### src/rtl/pin_mux_pkg.sv
package pin_mux_pkg;
    localparam int NUM_PORTS = 10;
    localparam int PINS_PER_PORT = 8;
    localparam int NUM_PINS = NUM_PORTS * PINS_PER_PORT;
    localparam int SEL_W = 3;
    typedef enum logic [2:0] {
        FN_INPUT,
        FN_ALT_IN1,
        FN_ALT_OUT1,
        FN_ALT_OUT2,
        FN_ALT_OUT3
    } pin_fn_t;
    localparam logic [2:0] FN_RESET = 3'h0;
    localparam logic STROBE_MODE_RESET = 1'b0;
endpackage : pin_mux_pkg

### src/rtl/pin_cell.sv
`timescale 1ns/1ps
module pin_cell
    import pin_mux_pkg::*;
(
    input wire logic sys_clk,
    input wire logic rst,
    input wire logic pin_in,
    input wire pin_fn_t fn,
    input wire logic out1,
    input wire logic out2,
    input wire logic out3,
    output logic pin_out,
    output logic pin_oe_n,
    output logic level,
    output logic alt_in_route
);
    import pin_mux_pkg::*;
    logic meta_q;
    logic meta_d;
    logic sync_q;
    logic sync_d;
    logic out_q;
    logic out_d;
    logic oe_n_q;
    logic oe_n_d;

    always_comb begin
        meta_d = pin_in;
        sync_d = meta_q;
        out_d = 1'b0;
        oe_n_d = 1'b1;
        unique case (fn)
            FN_ALT_OUT1: begin
                out_d = out1;
                oe_n_d = 1'b0;
            end
            FN_ALT_OUT2: begin
                out_d = out2;
                oe_n_d = 1'b0;
            end
            FN_ALT_OUT3: begin
                out_d = out3;
                oe_n_d = 1'b0;
            end
            default: begin
                out_d = 1'b0;
                oe_n_d = 1'b1;
            end
        endcase
    end

    always_ff @(posedge sys_clk or posedge rst) begin
        if (rst) begin
            meta_q <= 1'b0;
            sync_q <= 1'b0;
            out_q <= 1'b0;
            oe_n_q <= 1'b1;
        end else begin
            meta_q <= meta_d;
            sync_q <= sync_d;
            out_q <= out_d;
            oe_n_q <= oe_n_d;
        end
    end

    assign pin_out = out_q;
    assign pin_oe_n = oe_n_q;
    assign level = sync_q;
    assign alt_in_route = (fn == FN_ALT_IN1);
endmodule : pin_cell

### src/rtl/port_pin_function_mux.sv
`timescale 1ns/1ps
// Behaviour
// - pins reset to high-impedance inputs
// - reset pins read as general inputs
// - default peripheral inputs fed from reset
// - pin level readable as input in every function; reads 0 while in reset
// - per pin select alt input or outputs
// - write strobes may become byte selects
module port_pin_function_mux
    import pin_mux_pkg::*;
#(
    parameter int PINS = NUM_PINS
) (
    input wire logic sys_clk,
    input wire logic rst,
    input wire logic [PINS-1:0] pin_in,
    output logic [PINS-1:0] pin_out,
    output logic [PINS-1:0] pin_oe_n,
    input wire logic [PINS*SEL_W-1:0] pin_fn_sel,
    input wire logic [PINS-1:0] default_in_en,
    input wire logic [PINS-1:0] alt_out1,
    input wire logic [PINS-1:0] alt_out2,
    input wire logic [PINS-1:0] alt_out3,
    output logic [PINS-1:0] gpio_in,
    output logic [PINS-1:0] default_in,
    output logic [PINS-1:0] alt_in1,
    input wire logic byte_select_mode,
    input wire logic ext_write_low_n,
    input wire logic ext_write_high_n,
    input wire logic ext_lb_sel_n,
    input wire logic ext_ub_sel_n,
    output logic ext_low_byte_write_strobe,
    output logic ext_high_byte_write_strobe
);
    import pin_mux_pkg::*;
    logic [PINS-1:0] level;
    logic [PINS-1:0] alt_route;
    logic [PINS-1:0] any_alt_q;
    logic [PINS-1:0] any_alt_d;
    logic mode_d;
    logic low_q;
    logic low_d;
    logic high_q;
    logic high_d;

    function automatic pin_fn_t decode_fn(input logic [SEL_W-1:0] code);
        pin_fn_t f;
        f = FN_INPUT;
        if (code <= 3'h4) begin
            f = pin_fn_t'(code);
        end
        return f;
    endfunction : decode_fn

    ////////////////////////////////////////////////////////////////
    for (genvar i = 0; i < PINS; i++) begin : g_pin
        pin_cell u_cell (
            .sys_clk(sys_clk),
            .rst(rst),
            .pin_in(pin_in[i]),
            .fn(decode_fn(pin_fn_sel[i*SEL_W +: SEL_W])),
            .out1(alt_out1[i]),
            .out2(alt_out2[i]),
            .out3(alt_out3[i]),
            .pin_out(pin_out[i]),
            .pin_oe_n(pin_oe_n[i]),
            .level(level[i]),
            .alt_in_route(alt_route[i])
        );
    end

    ////////////////////////////////////////////////////////////////
    always_comb begin
        for (int i = 0; i < PINS; i++) begin
            any_alt_d[i] = (pin_fn_sel[i*SEL_W +: SEL_W] != FN_RESET);
        end
        mode_d = byte_select_mode;
        low_d = mode_d ? ext_lb_sel_n : ext_write_low_n;
        high_d = mode_d ? ext_ub_sel_n : ext_write_high_n;
    end

    always_ff @(posedge sys_clk or posedge rst) begin
        if (rst) begin
            any_alt_q <= '0;
            low_q <= 1'b1;
            high_q <= 1'b1;
        end else begin
            any_alt_q <= any_alt_d;
            low_q <= low_d;
            high_q <= high_d;
        end
    end

    ////////////////////////////////////////////////////////////////
    assign gpio_in = level;
    assign default_in = level & default_in_en & ~any_alt_q;
    assign alt_in1 = level & alt_route;
    assign ext_low_byte_write_strobe = low_q;
    assign ext_high_byte_write_strobe = high_q;
endmodule : port_pin_function_mux

### config.mk
export PLATFORM = sky130hd
export DESIGN_NAME = port_pin_function_mux
export DESIGN_NICKNAME = d
export VERILOG_FILES = /design/src/rtl/pin_mux_pkg.sv /design/src/rtl/pin_cell.sv /design/src/rtl/port_pin_function_mux.sv
export SDC_FILE = /design/constraint.sdc
export NUM_CORES = 1
export LEC_CHECK = 0
export BUFFER_PORTS_ARGS = -buffer_cell sky130_fd_sc_hd__buf_2
export CORE_AREA = 2 2 406 408
export CTS_BUF_LIST = sky130_fd_sc_hd__clkbuf_4
export DETAILED_ROUTE_END_ITERATION = 6
export DIE_AREA = 0 0 408 410
export REMOVE_ABC_BUFFERS = 1
export SLEW_MARGIN = 20
export SYNTH_ARGS = -nofsm -noshare
export SYNTH_HDL_FRONTEND = slang
export SYNTH_SLANG_ARGS = --single-unit
### constraint.sdc
create_clock -name sys_clk -period 17.56 [get_ports sys_clk]
set_input_delay 3.512 -clock sys_clk [delete_from_list [all_inputs] [get_ports sys_clk]]
set_output_delay 3.512 -clock sys_clk [all_outputs]
set_load 0.01 [all_outputs]
; Yosys cells after proc, flatten, opt, wreduce, memory -nomap -nowiden
; Index checks and enable logic that the tools add are counted.
[op_classes]
n_reduce_logical = 160
n_eq_ne = 320
n_lt_le_gt_ge = 80
bitwise_logic = 4
n_mux = 242
[op_table]
columns = op, n
row1 = $eq A3 B2 Y1 const B, 160
row2 = $and A80 B80 Y80, 3
row3 = $eq A3 B1 Y1 const B, 80
row4 = $eq A3 B3 Y1 const B, 80
row5 = $le A3 B3 Y1 const B, 80
row6 = $mux W3, 80
row7 = $pmux W1 S3, 80
row8 = $reduce_bool A3 Y1, 80
row9 = $reduce_or A3 Y1, 80
row10 = $mux W1, 82
row11 = $not A80 Y80, 1
[totals]
register_bits = 402

; Longest topological paths before layout
; Gate-level depths: netlist (run 1).
[depth]
word_depth = 5
mapped_depth = 2

; Hierarchy
; A second synthesis (run 1) with hierarchy kept.
[hier_totals]
cells_unflattened = 1525
area_unflattened_um2 = 17595.6
[modules_own_cells]
columns = mod, instances, area_per_inst_um2, cells_each
row1 = pin_cell, 80, 152.6, 12
row2 = port_pin_function_mux, 1, 5383.9, 565

; Worst setup path before layout (run 1)
; No wires, ideal clock.
[synth_path]
kind = input-to-output
startpoint = input pin_fn_sel[104]
endpoint = output alt_in1[34]
t_arrival_ps = 3958
required_time_ps = 14048
stages = 1
path_slack_ps = 10090
path_cell_list = nor4bb_1
[synth_via]
elab_chain_len = 4
[synth_rtl]
columns = item, line_no
row1 = start: declaration, port_pin_function_mux.sv:19  ; input wire logic [PINS*SEL_W-1:0] pin_fn_sel,
row2 = $le A3 B3 Y1, port_pin_function_mux.sv:49  ; if (code <= 3'h4) begin
row3 = $mux W3 (*), port_pin_function_mux.sv:49
row4 = $eq A3 B1 Y1 (*), pin_cell.sv:69  ; assign alt_in_route = (fn == FN_ALT_IN1);
row5 = $and A80 B80 Y80 (*), port_pin_function_mux.sv:97  ; assign alt_in1 = level & alt_route;
row6 = end: declaration, port_pin_function_mux.sv:26  ; output logic [PINS-1:0] alt_in1,
; Mark *: on every way between the ends. The rest lies on a longest branch, timed or not.

; Worst setup path in the final report (run 1)
[layout_path]
startpoint = input pin_fn_sel[24]
endpoint = output alt_in1[8]
; The elaborated chain is that of the path after synthesis.

==> impl_metrics.ini, run 1 <==
[run_status]
status = finished clean

[sta]
tns_ns = 0
fin_crit_sh_pct = 47.5
slew_violations = 0
finalHoldViolCount = 0
tightest_slew_ns = 1.08
fmaxAchievable_mhz = 120
fin_skew_ns = 0.0634
setup_violations = 0
rsz0062_at_grt = false
slew_headroom_pct = 27.6
fin_crit_ns = 8.34

[finish]
final_cell_mix = buf_2 (1,048), dfrtp_1 (320), clkbuf_4 (200)
final_common_cell = buf_2
num-nets-final = 3120
drive_gt1_share_pct = 52.9
syn2layout_area_growth_pct = 46.2
final_area_mm2 = 0.0258

[power_and_ir_drop]
peakVddDrop_mv = 0.0547
pwr-share-seq_pct = 42.2
swShare_pct = 31.5
clkPwrFrac_pct = 44.0
p_leak_nw = 11.8
p_per_area_mw_per_mm2 = 94.8
comb_power_share_pct = 13.8
p_sw_w = 0.000770
p_int_w = 0.00168

[hold_path]
hold_path.class = flip-flop to flip-flop

[clocking]
clockBufferDepth = 3
cts_resized = 0
h-tree-depth = 4
clock_sinks = 402
post-cts-setup-buffers = 0
clk_pin_slew_ns = 0.07
cts_tree = done
cts_inserted_buffers = 136
cts-root-buf = clkbuf_4
insertion_delay_ns = 1.11
ctsHoldBuffers = 0

[setup_path]
cp_cell_sequence = buf_2 > nand2_1 > nor3_1 > buf_2
cp.required_ns = 14.05
cp_common_cell = buf_2
end_kind = output port
regToRegSetupSlack_ns = 16.91
crit_type = input pin to output port
cp-start-kind = input pin
crit_fanout = 6
cp_data_arrival_time_ns = 4.83
crit_slowest_cell = nor3_1
max_stage_delay_ns = 0.83

[logic_synthesis]
synthCells = 1516
ys.flop_type = dfrtp_1
netlist_top_cells_area = dfrtp_1 (45%), dfstp_2 (12%), buf_4 (10%)
yosysWarnings = 0
synth_edf_count = 0
synth-seq-area-share_pct = 57.6
ys_types = 22
ys_ff_latch = 402
synth_area_mm2 = 0.0176
async_reset_ff_share_pct = 100
yosys.area.top_type = dfrtp_1
synth_top_area_share_pct = 45.4
syn_avg_cell_area_um2 = 11.6

[detailed_routing]
routedWlPerCell_um = 28.3
vias_per_cell = 3.59
routed_wl_um = 136000
drc = 0
routed-via-count = 17300
final_antenna_net_count = 0
drt_first_pass_iters = 6
drt_iter0_markers = 1391

[global_routing]
grt_pass1_vias = 16600
gr-total-overflow = 0
grt_max_degree = 81
antenna_found_initial = 120
grt_usage_pct = 15.8
grt_pass1_wl_um = 170000

[placed_design]
numPortBuffers = 1048
dp_hpwl_um = 118000
placed_area_mm2 = 0.0239
finalWeightedCongestion = 0.965

[floorplanning]
chipWidth_um = 408
dieHeight_um = 410
ioPinCount = 1049
initial_utilization_pct = 10.8
dieArea_mm2 = 0.167
row_count = 149
core-area_mm2 = 0.163

[job]
maxCapViolations = 0
==> metal layers <==
layer	track usage, %	share of wire, %
met5	0	0.29
met3	6.93	11
met1	18.4	39
met2	25.0	46
met4	6.63	4.2
==> power groups by stage <==
| stage | Sequential [W] | Combinational (W) | Clock (W) |
|---|---|---|---|
| after floorplan | 0.00104 | 0.0000777 | 0 |
| after global placement | 0.00105 | 0.000341 | 0 |
| after detailed placement | 0.00105 | 0.000342 | 0 |
| after CTS | 0.00103 | 0.000344 | 0.00114 |
| after global routing | 0.00104 | 0.000361 | 0.00119 |
| final | 0.00103 | 0.000337 | 0.00108 |
==> final timing paths <==
| path | from | to | depth (start not counted) |
|---|---|---|---|
| worst max-delay path | pin_fn_sel[24] | alt_in1[8] | 4 |
| worst min-delay path | g_pin[68].u_cell.meta_q | g_pin[68].u_cell.level | 0 |
| worst max register to register | g_pin[48].u_cell.meta_q | g_pin[48].u_cell.level | 0 |
| worst min register to register | g_pin[68].u_cell.meta_q | g_pin[68].u_cell.level | 0 |
| max in group asynchronous | rst | g_pin[77].u_cell.level | 4 |
| min in group asynchronous | rst | g_pin[71].u_cell.pin_out | 2 |
==> per-stage QoR <==
stage               instances  hold WS [ns]  utilization, %  setup WS [ns]  power, W
floorplan                1276         0.331               -           3.00   0.00112
global placement         4524         0.332            14.6           8.96   0.00139
detailed placement       4524         0.335            14.6           9.24   0.00139
CTS                      4760         0.325            15.7           9.23   0.00252
global route             4778         0.316            15.7           9.19   0.00258
finish                   4804         0.318            15.8           9.22   0.00245
==> sequential cells by signal, summed over array words and instances, names as in the netlist <==
register / cells
any_alt_q: 80
g_pin.u_cell.level: 80
g_pin.u_cell.meta_q: 80
g_pin.u_cell.pin_oe_n: 80
g_pin.u_cell.pin_out: 80
ext_high_byte_write_strobe: 1
ext_low_byte_write_strobe: 1
==> final cells by class <==
class / count / area, µm²
diodes: 44 / 110
clock buffers: 200 / 1500
clock inverters: 36 / 241
fillers: 18600 / 138000
inverters: 1 / 11.3
multi-input cells: 873 / 5700
flip-flops and latches: 402 / 10200
well taps: 2189 / 2740
repair buffers: 1059 / 5330
==> logic make-up (layout without fill, tap and decap cells) <==
group | count (synthesis) | after routing | share of synthesized area, %
multiplexers | 82 | 82 | 4.69
buffers and inverters | 241 | 1296 | 10.2
flip-flops | 402 | 402 | 57.6
AND/OR/NAND/NOR | 706 | 706 | 23.9
AO/OA/AOI/OAI | 85 | 85 | 3.62
other | 0 | 44 | 0
==> Yosys cell counts, types with 6 or more instances <==
library cell,n
buf_4,240
dfrtp_1,320
dfstp_2,82
mux2_1,6
mux2i_1,76
nand2_1,156
nand3b_1,75
nand4b_1,75
nand4bb_1,75
nor2_1,160
nor3_1,75
o211ai_1,75
or3_1,80
==> critical path, delay by kind of cell <==
kind / cells / cell delay, ns
and+or+nand+nor: 2 / 0.89
buffers and inverters: 2 / 0.42
Power figures use the tool's default switching activity.
==> run 2, diff against run 1 <==
==> constraint.sdc (replaced) <==
create_clock -name sys_clk -period 7.87 [get_ports sys_clk]
set_input_delay 1.574 -clock sys_clk [delete_from_list [all_inputs] [get_ports sys_clk]]
set_output_delay 1.574 -clock sys_clk [all_outputs]
set_load 0.01 [all_outputs]
==> impl_metrics.ini, run 2 (same netlist as run 1, synthesis figures left out) <==
[run_status]
status = finished clean

[clocking]
ctsHoldBuffers = 0
clk_pin_slew_ns = 0.06
clockBufferDepth = 3
insertion_delay_ns = 1.12
post-cts-setup-buffers = 0
cts_resized = 0
clock_sinks = 402
cts_inserted_buffers = 130
cts-root-buf = clkbuf_4
h-tree-depth = 4
cts_tree = done

[global_routing]
gr-total-overflow = 0
grt_pass1_wl_um = 159000
grt_max_degree = 118
grt_pass1_vias = 16200
antenna_found_initial = 144
grt_usage_pct = 14.7

[setup_path]
crit_fanout = 6
r2r_start = g_pin[64].u_cell.meta_q
crit_slowest_cell = nor3_1
reg2regPathDepth = 0
cp.required_ns = 6.30
worstPathBufferInverterCount = 2
max_stage_delay_ns = 0.55
cp_common_cell = buf_2
critPathTopFamily = simple AND/OR/NAND/NOR gates
worstReg2RegEnd = g_pin[64].u_cell.level
end_kind = output port
crit_type = input pin to output port
cp-start-kind = input pin
cp_cell_sequence = buf_2 > nand2_1 > nor3_1 > buf_2
regToRegSetupSlack_ns = 7.30
cp_data_arrival_time_ns = 2.69

[hold_path]
hold_path.class = flip-flop to flip-flop
worstHoldEndpoint = g_pin[34].u_cell.level
hold_depth = 0
hold_path.startpoint = g_pin[34].u_cell.meta_q

[finish]
fin_util_pct = 15.7
num-nets-final = 3110
drive_gt1_share_pct = 52.6
final_cell_mix = buf_2 (1,048), dfrtp_1 (320), clkbuf_4 (185)
final_common_cell = buf_2
syn2layout_area_growth_pct = 45.9

[detailed_routing]
final_antenna_net_count = 0
routed.top_layer = met5
dr_wl_met3_um = 17000
routed-via-count = 17400
routedWlPerCell_um = 26.5
vias_per_cell = 3.61
routed_wl_um = 128000
drt_first_pass_iters = 5
drt_iter0_markers = 1272
routed-wl-met2_um = 56100
wl_met1_um = 46800
drc = 0

[floorplanning]
chipWidth_um = 408
dieHeight_um = 410
ioPinCount = 1049
initial_utilization_pct = 10.8
core-area_mm2 = 0.163
row_count = 149
dieArea_mm2 = 0.167

[placed_design]
numPortBuffers = 1048
preCtsSetupSlack_ns = 3.50
finalWeightedCongestion = 1.06
dp_hpwl_um = 111000

[power_and_ir_drop]
p_per_area_mw_per_mm2 = 206
finalPower_w = 0.00530
peakVddDrop_mv = 0.121
p_leak_nw = 11.8

[sta]
tightest_slew_ns = 0.948
rsz0062_at_grt = false
fin_crit_ns = 4.27
fin_crit_sh_pct = 54.2
whs_ns = 0.313
setup_violations = 0
fmaxAchievable_mhz = 234
slew_violations = 0
fin_skew_ns = 0.0769
tns_ns = 0
slew_headroom_pct = 36.8
finalHoldViolCount = 0
worst_slack_ns = 3.60

[job]
maxCapViolations = 0
run 2: worst max-delay path by stage:
stage                           startpoint           end  slack [ns]  cells after the start
floorplan                              rst  any_alt_q[0]       -4.75                      1
global placement           pin_fn_sel[183]   alt_in1[61]        2.29                      4
detailed placement         pin_fn_sel[207]   alt_in1[69]        3.50                      4
CTS                 g_pin[69].u_cell.level   alt_in1[69]        3.30                      3
global route        g_pin[69].u_cell.level   alt_in1[69]        3.36                      3
finish                     pin_fn_sel[207]   alt_in1[69]        3.60                      4
run 2: area by class of cell:
type | count | area [µm²]
Fill cell | 18600 | 138000
Sequential cell | 402 | 10200
Multi-Input combinational cell | 873 | 5690
Timing Repair Buffer | 1055 | 5310
Tap cell | 2189 | 2740
Clock buffer | 185 | 1390
Clock inverter | 49 | 294
Antenna cell | 59 | 148
Inverter | 1 | 11.3
run 2: per-layer routing:
| metal | vias to the layer above | global-route usage [%] |
|---|---|---|
| met5 | - | 0 |
| met4 | 92 | 7.77 |
| met3 | 398 | 8.54 |
| met2 | 1209 | 22.2 |
| met1 | 8468 | 16.2 |
| li1 | 7227 | - |
run 2: stage by stage:
stage | cells | area, µm²
3_3_place_gp | 4519 | 23900
3_5_place_dp | 4520 | 23900
6_report | 4813 | 25700
5_1_grt | 4777 | 25700
2_1_floorplan | 1276 | 15800
4_1_cts | 4754 | 25600
run 2: power by group:
group / internal (W) / switching, W
combinational: 0.000276 / 0.000443
clock: 0.00116 / 0.00113
sequential: 0.00221 / 0.0000822
==> run 3, diff against run 2 <==
--- a/config.mk
+++ b/config.mk
@@ -6,10 +6,10 @@
 export NUM_CORES = 1
 export LEC_CHECK = 0
 export BUFFER_PORTS_ARGS = -buffer_cell sky130_fd_sc_hd__buf_2
-export CORE_AREA = 2 2 406 408
+export CORE_AREA = 2 2 413 415
 export CTS_BUF_LIST = sky130_fd_sc_hd__clkbuf_4
 export DETAILED_ROUTE_END_ITERATION = 6
-export DIE_AREA = 0 0 408 410
+export DIE_AREA = 0 0 415 417
 export REMOVE_ABC_BUFFERS = 1
 export SLEW_MARGIN = 20
 export SYNTH_ARGS = -nofsm -noshare
==> constraint.sdc (replaced) <==
create_clock -name sys_clk -period 3.68 [get_ports sys_clk]
set_input_delay 0.736 -clock sys_clk [delete_from_list [all_inputs] [get_ports sys_clk]]
set_output_delay 0.736 -clock sys_clk [all_outputs]
set_load 0.01 [all_outputs]
==> impl_metrics.ini, run 3 (same netlist as run 1, synthesis figures left out) <==
[placed_design]
dp_hpwl_um = 109000
numPortBuffers = 1048
preCtsSetupSlack_ns = 0.959
finalWeightedCongestion = 0.974
placed_area_mm2 = 0.0241

[setup_path]
crit_slowest_cell = nor3_1
crit_fanout = 3
max_stage_delay_ns = 0.68
cp-start-kind = flip-flop
critPathTopFamily = simple AND/OR/NAND/NOR gates
cp_data_arrival_time_ns = 2.67
crit_type = flip-flop to output port
end_kind = output port
cp.depth = 3
cp.required_ns = 2.94
cp_cell_sequence = nand2_1 > nor3_1 > buf_2
reg2regPathDepth = 0
worstPathBufferInverterCount = 1

[sta]
fin_crit_sh_pct = 92.6
fin_skew_ns = 0.101
rsz0062_at_grt = false
fin_crit_ns = 3.41
whs_ns = 0.194
setup_violations = 0
worst_slack_ns = 0.273
tightest_slew_ns = 1.07
finalHoldViolCount = 0
slew_headroom_pct = 28.7
slew_violations = 0
fmaxAchievable_mhz = 294

[global_routing]
grt_pass1_vias = 19600
grt_max_degree = 74
grt_usage_pct = 14.6
gr-total-overflow = 0
grt_pass1_wl_um = 171000
antenna_found_initial = 81

[detailed_routing]
final_antenna_net_count = 0
routedWlPerCell_um = 24.1
drc = 0
routed-via-count = 19200
drt_first_pass_iters = 5
drt_iter0_markers = 1200
routed_wl_um = 131000
vias_per_cell = 3.54

[finish]
final_area_mm2 = 0.0318
final_cell_mix = buf_2 (1,048), dlygate4sd3_1 (567), dfrtp_1 (319)
num-nets-final = 3700
final_common_cell = buf_2
drive_gt1_share_pct = 43.6
syn2layout_area_growth_pct = 80.2
fin_util_pct = 18.9

[hold_path]
hold_depth = 3
hold_path.class = input pin to flip-flop

[clocking]
insertion_delay_ns = 1.14
cts_inserted_buffers = 136
cts_tree = done
clock_sinks = 402
clk_pin_slew_ns = 0.06
cts-root-buf = clkbuf_4
clockBufferDepth = 3
post-cts-setup-buffers = 0
h-tree-depth = 4

[floorplanning]
ioPinCount = 1049
core-area_mm2 = 0.169
dieHeight_um = 417
chipWidth_um = 415
initial_utilization_pct = 10.5
dieArea_mm2 = 0.173
row_count = 151

[run_status]
status = finished clean

[job]
maxCapViolations = 0

[power_and_ir_drop]
p_leak_nw = 14.2
p_per_area_mw_per_mm2 = 391
finalPower_w = 0.0124
peakVddDrop_mv = 0.296
## run 3: cell count changes in the layout (fill, tap and decap cells not counted), moves of 3 or more
cell           change
dlygate4sd3_1    +567
diode_2           -24
buf_4             +12
clkbuf_4           +8
buf_12             +5
bufinv_16          +5
clkinv_1           +4
clkinv_4           +3
inv_2              -3
## run 3: final timing paths
check                                         from                        end  slack, ns
min reg2reg                g_pin[69].u_cell.meta_q     g_pin[69].u_cell.level       0.30
max in group asynchronous                      rst  g_pin[68].u_cell.pin_oe_n       2.39
max reg2reg                g_pin[32].u_cell.meta_q     g_pin[32].u_cell.level       3.01
min in group asynchronous                      rst   g_pin[24].u_cell.pin_out       0.30
min                                    alt_out1[5]    g_pin[5].u_cell.pin_out       0.19
max                         g_pin[17].u_cell.level                alt_in1[17]       0.27
## run 3: layout make-up
cell class	count	area, µm²
timing repair buffer	1639	11200
multi-input combinational	873	5690
inverter	1	11.3
sequential	402	10200
clock inverter	56	452
tap	2218	2780
fill	18800	137000
antenna	35	87.6
clock buffer	193	1450
## run 3: power breakdown
part           switching (W)  total (W)  internal (W)  leakage (nW)
sequential          0.000202    0.00492       0.00472          4.55
combinational        0.00109    0.00211       0.00102          8.52
clock                0.00246    0.00541       0.00294          1.11
total                0.00376     0.0124       0.00869          14.2
## run 3: per-stage QoR
step,cells,setup TNS (ns)
final,5417,0
after global routing,5403,0
after CTS,5382,0
after detailed placement,4566,0
after global placement,4566,0
after floorplan,1276,-2995.02
## run 3: layer usage
layer | part of all wire (%) | track usage [%]
met5 | 0.10 | 0
met4 | 4.2 | 5.96
met3 | 8.1 | 5.13
met2 | 47 | 24.0
met1 | 40 | 17.3
## run 3: what timing repair did
item,4_1_cts,5_1_grt
gates resized for setup,1,0
endpoints found under the setup margin,1,0
hold buffers,567,0
hold endpoints to repair,357,0
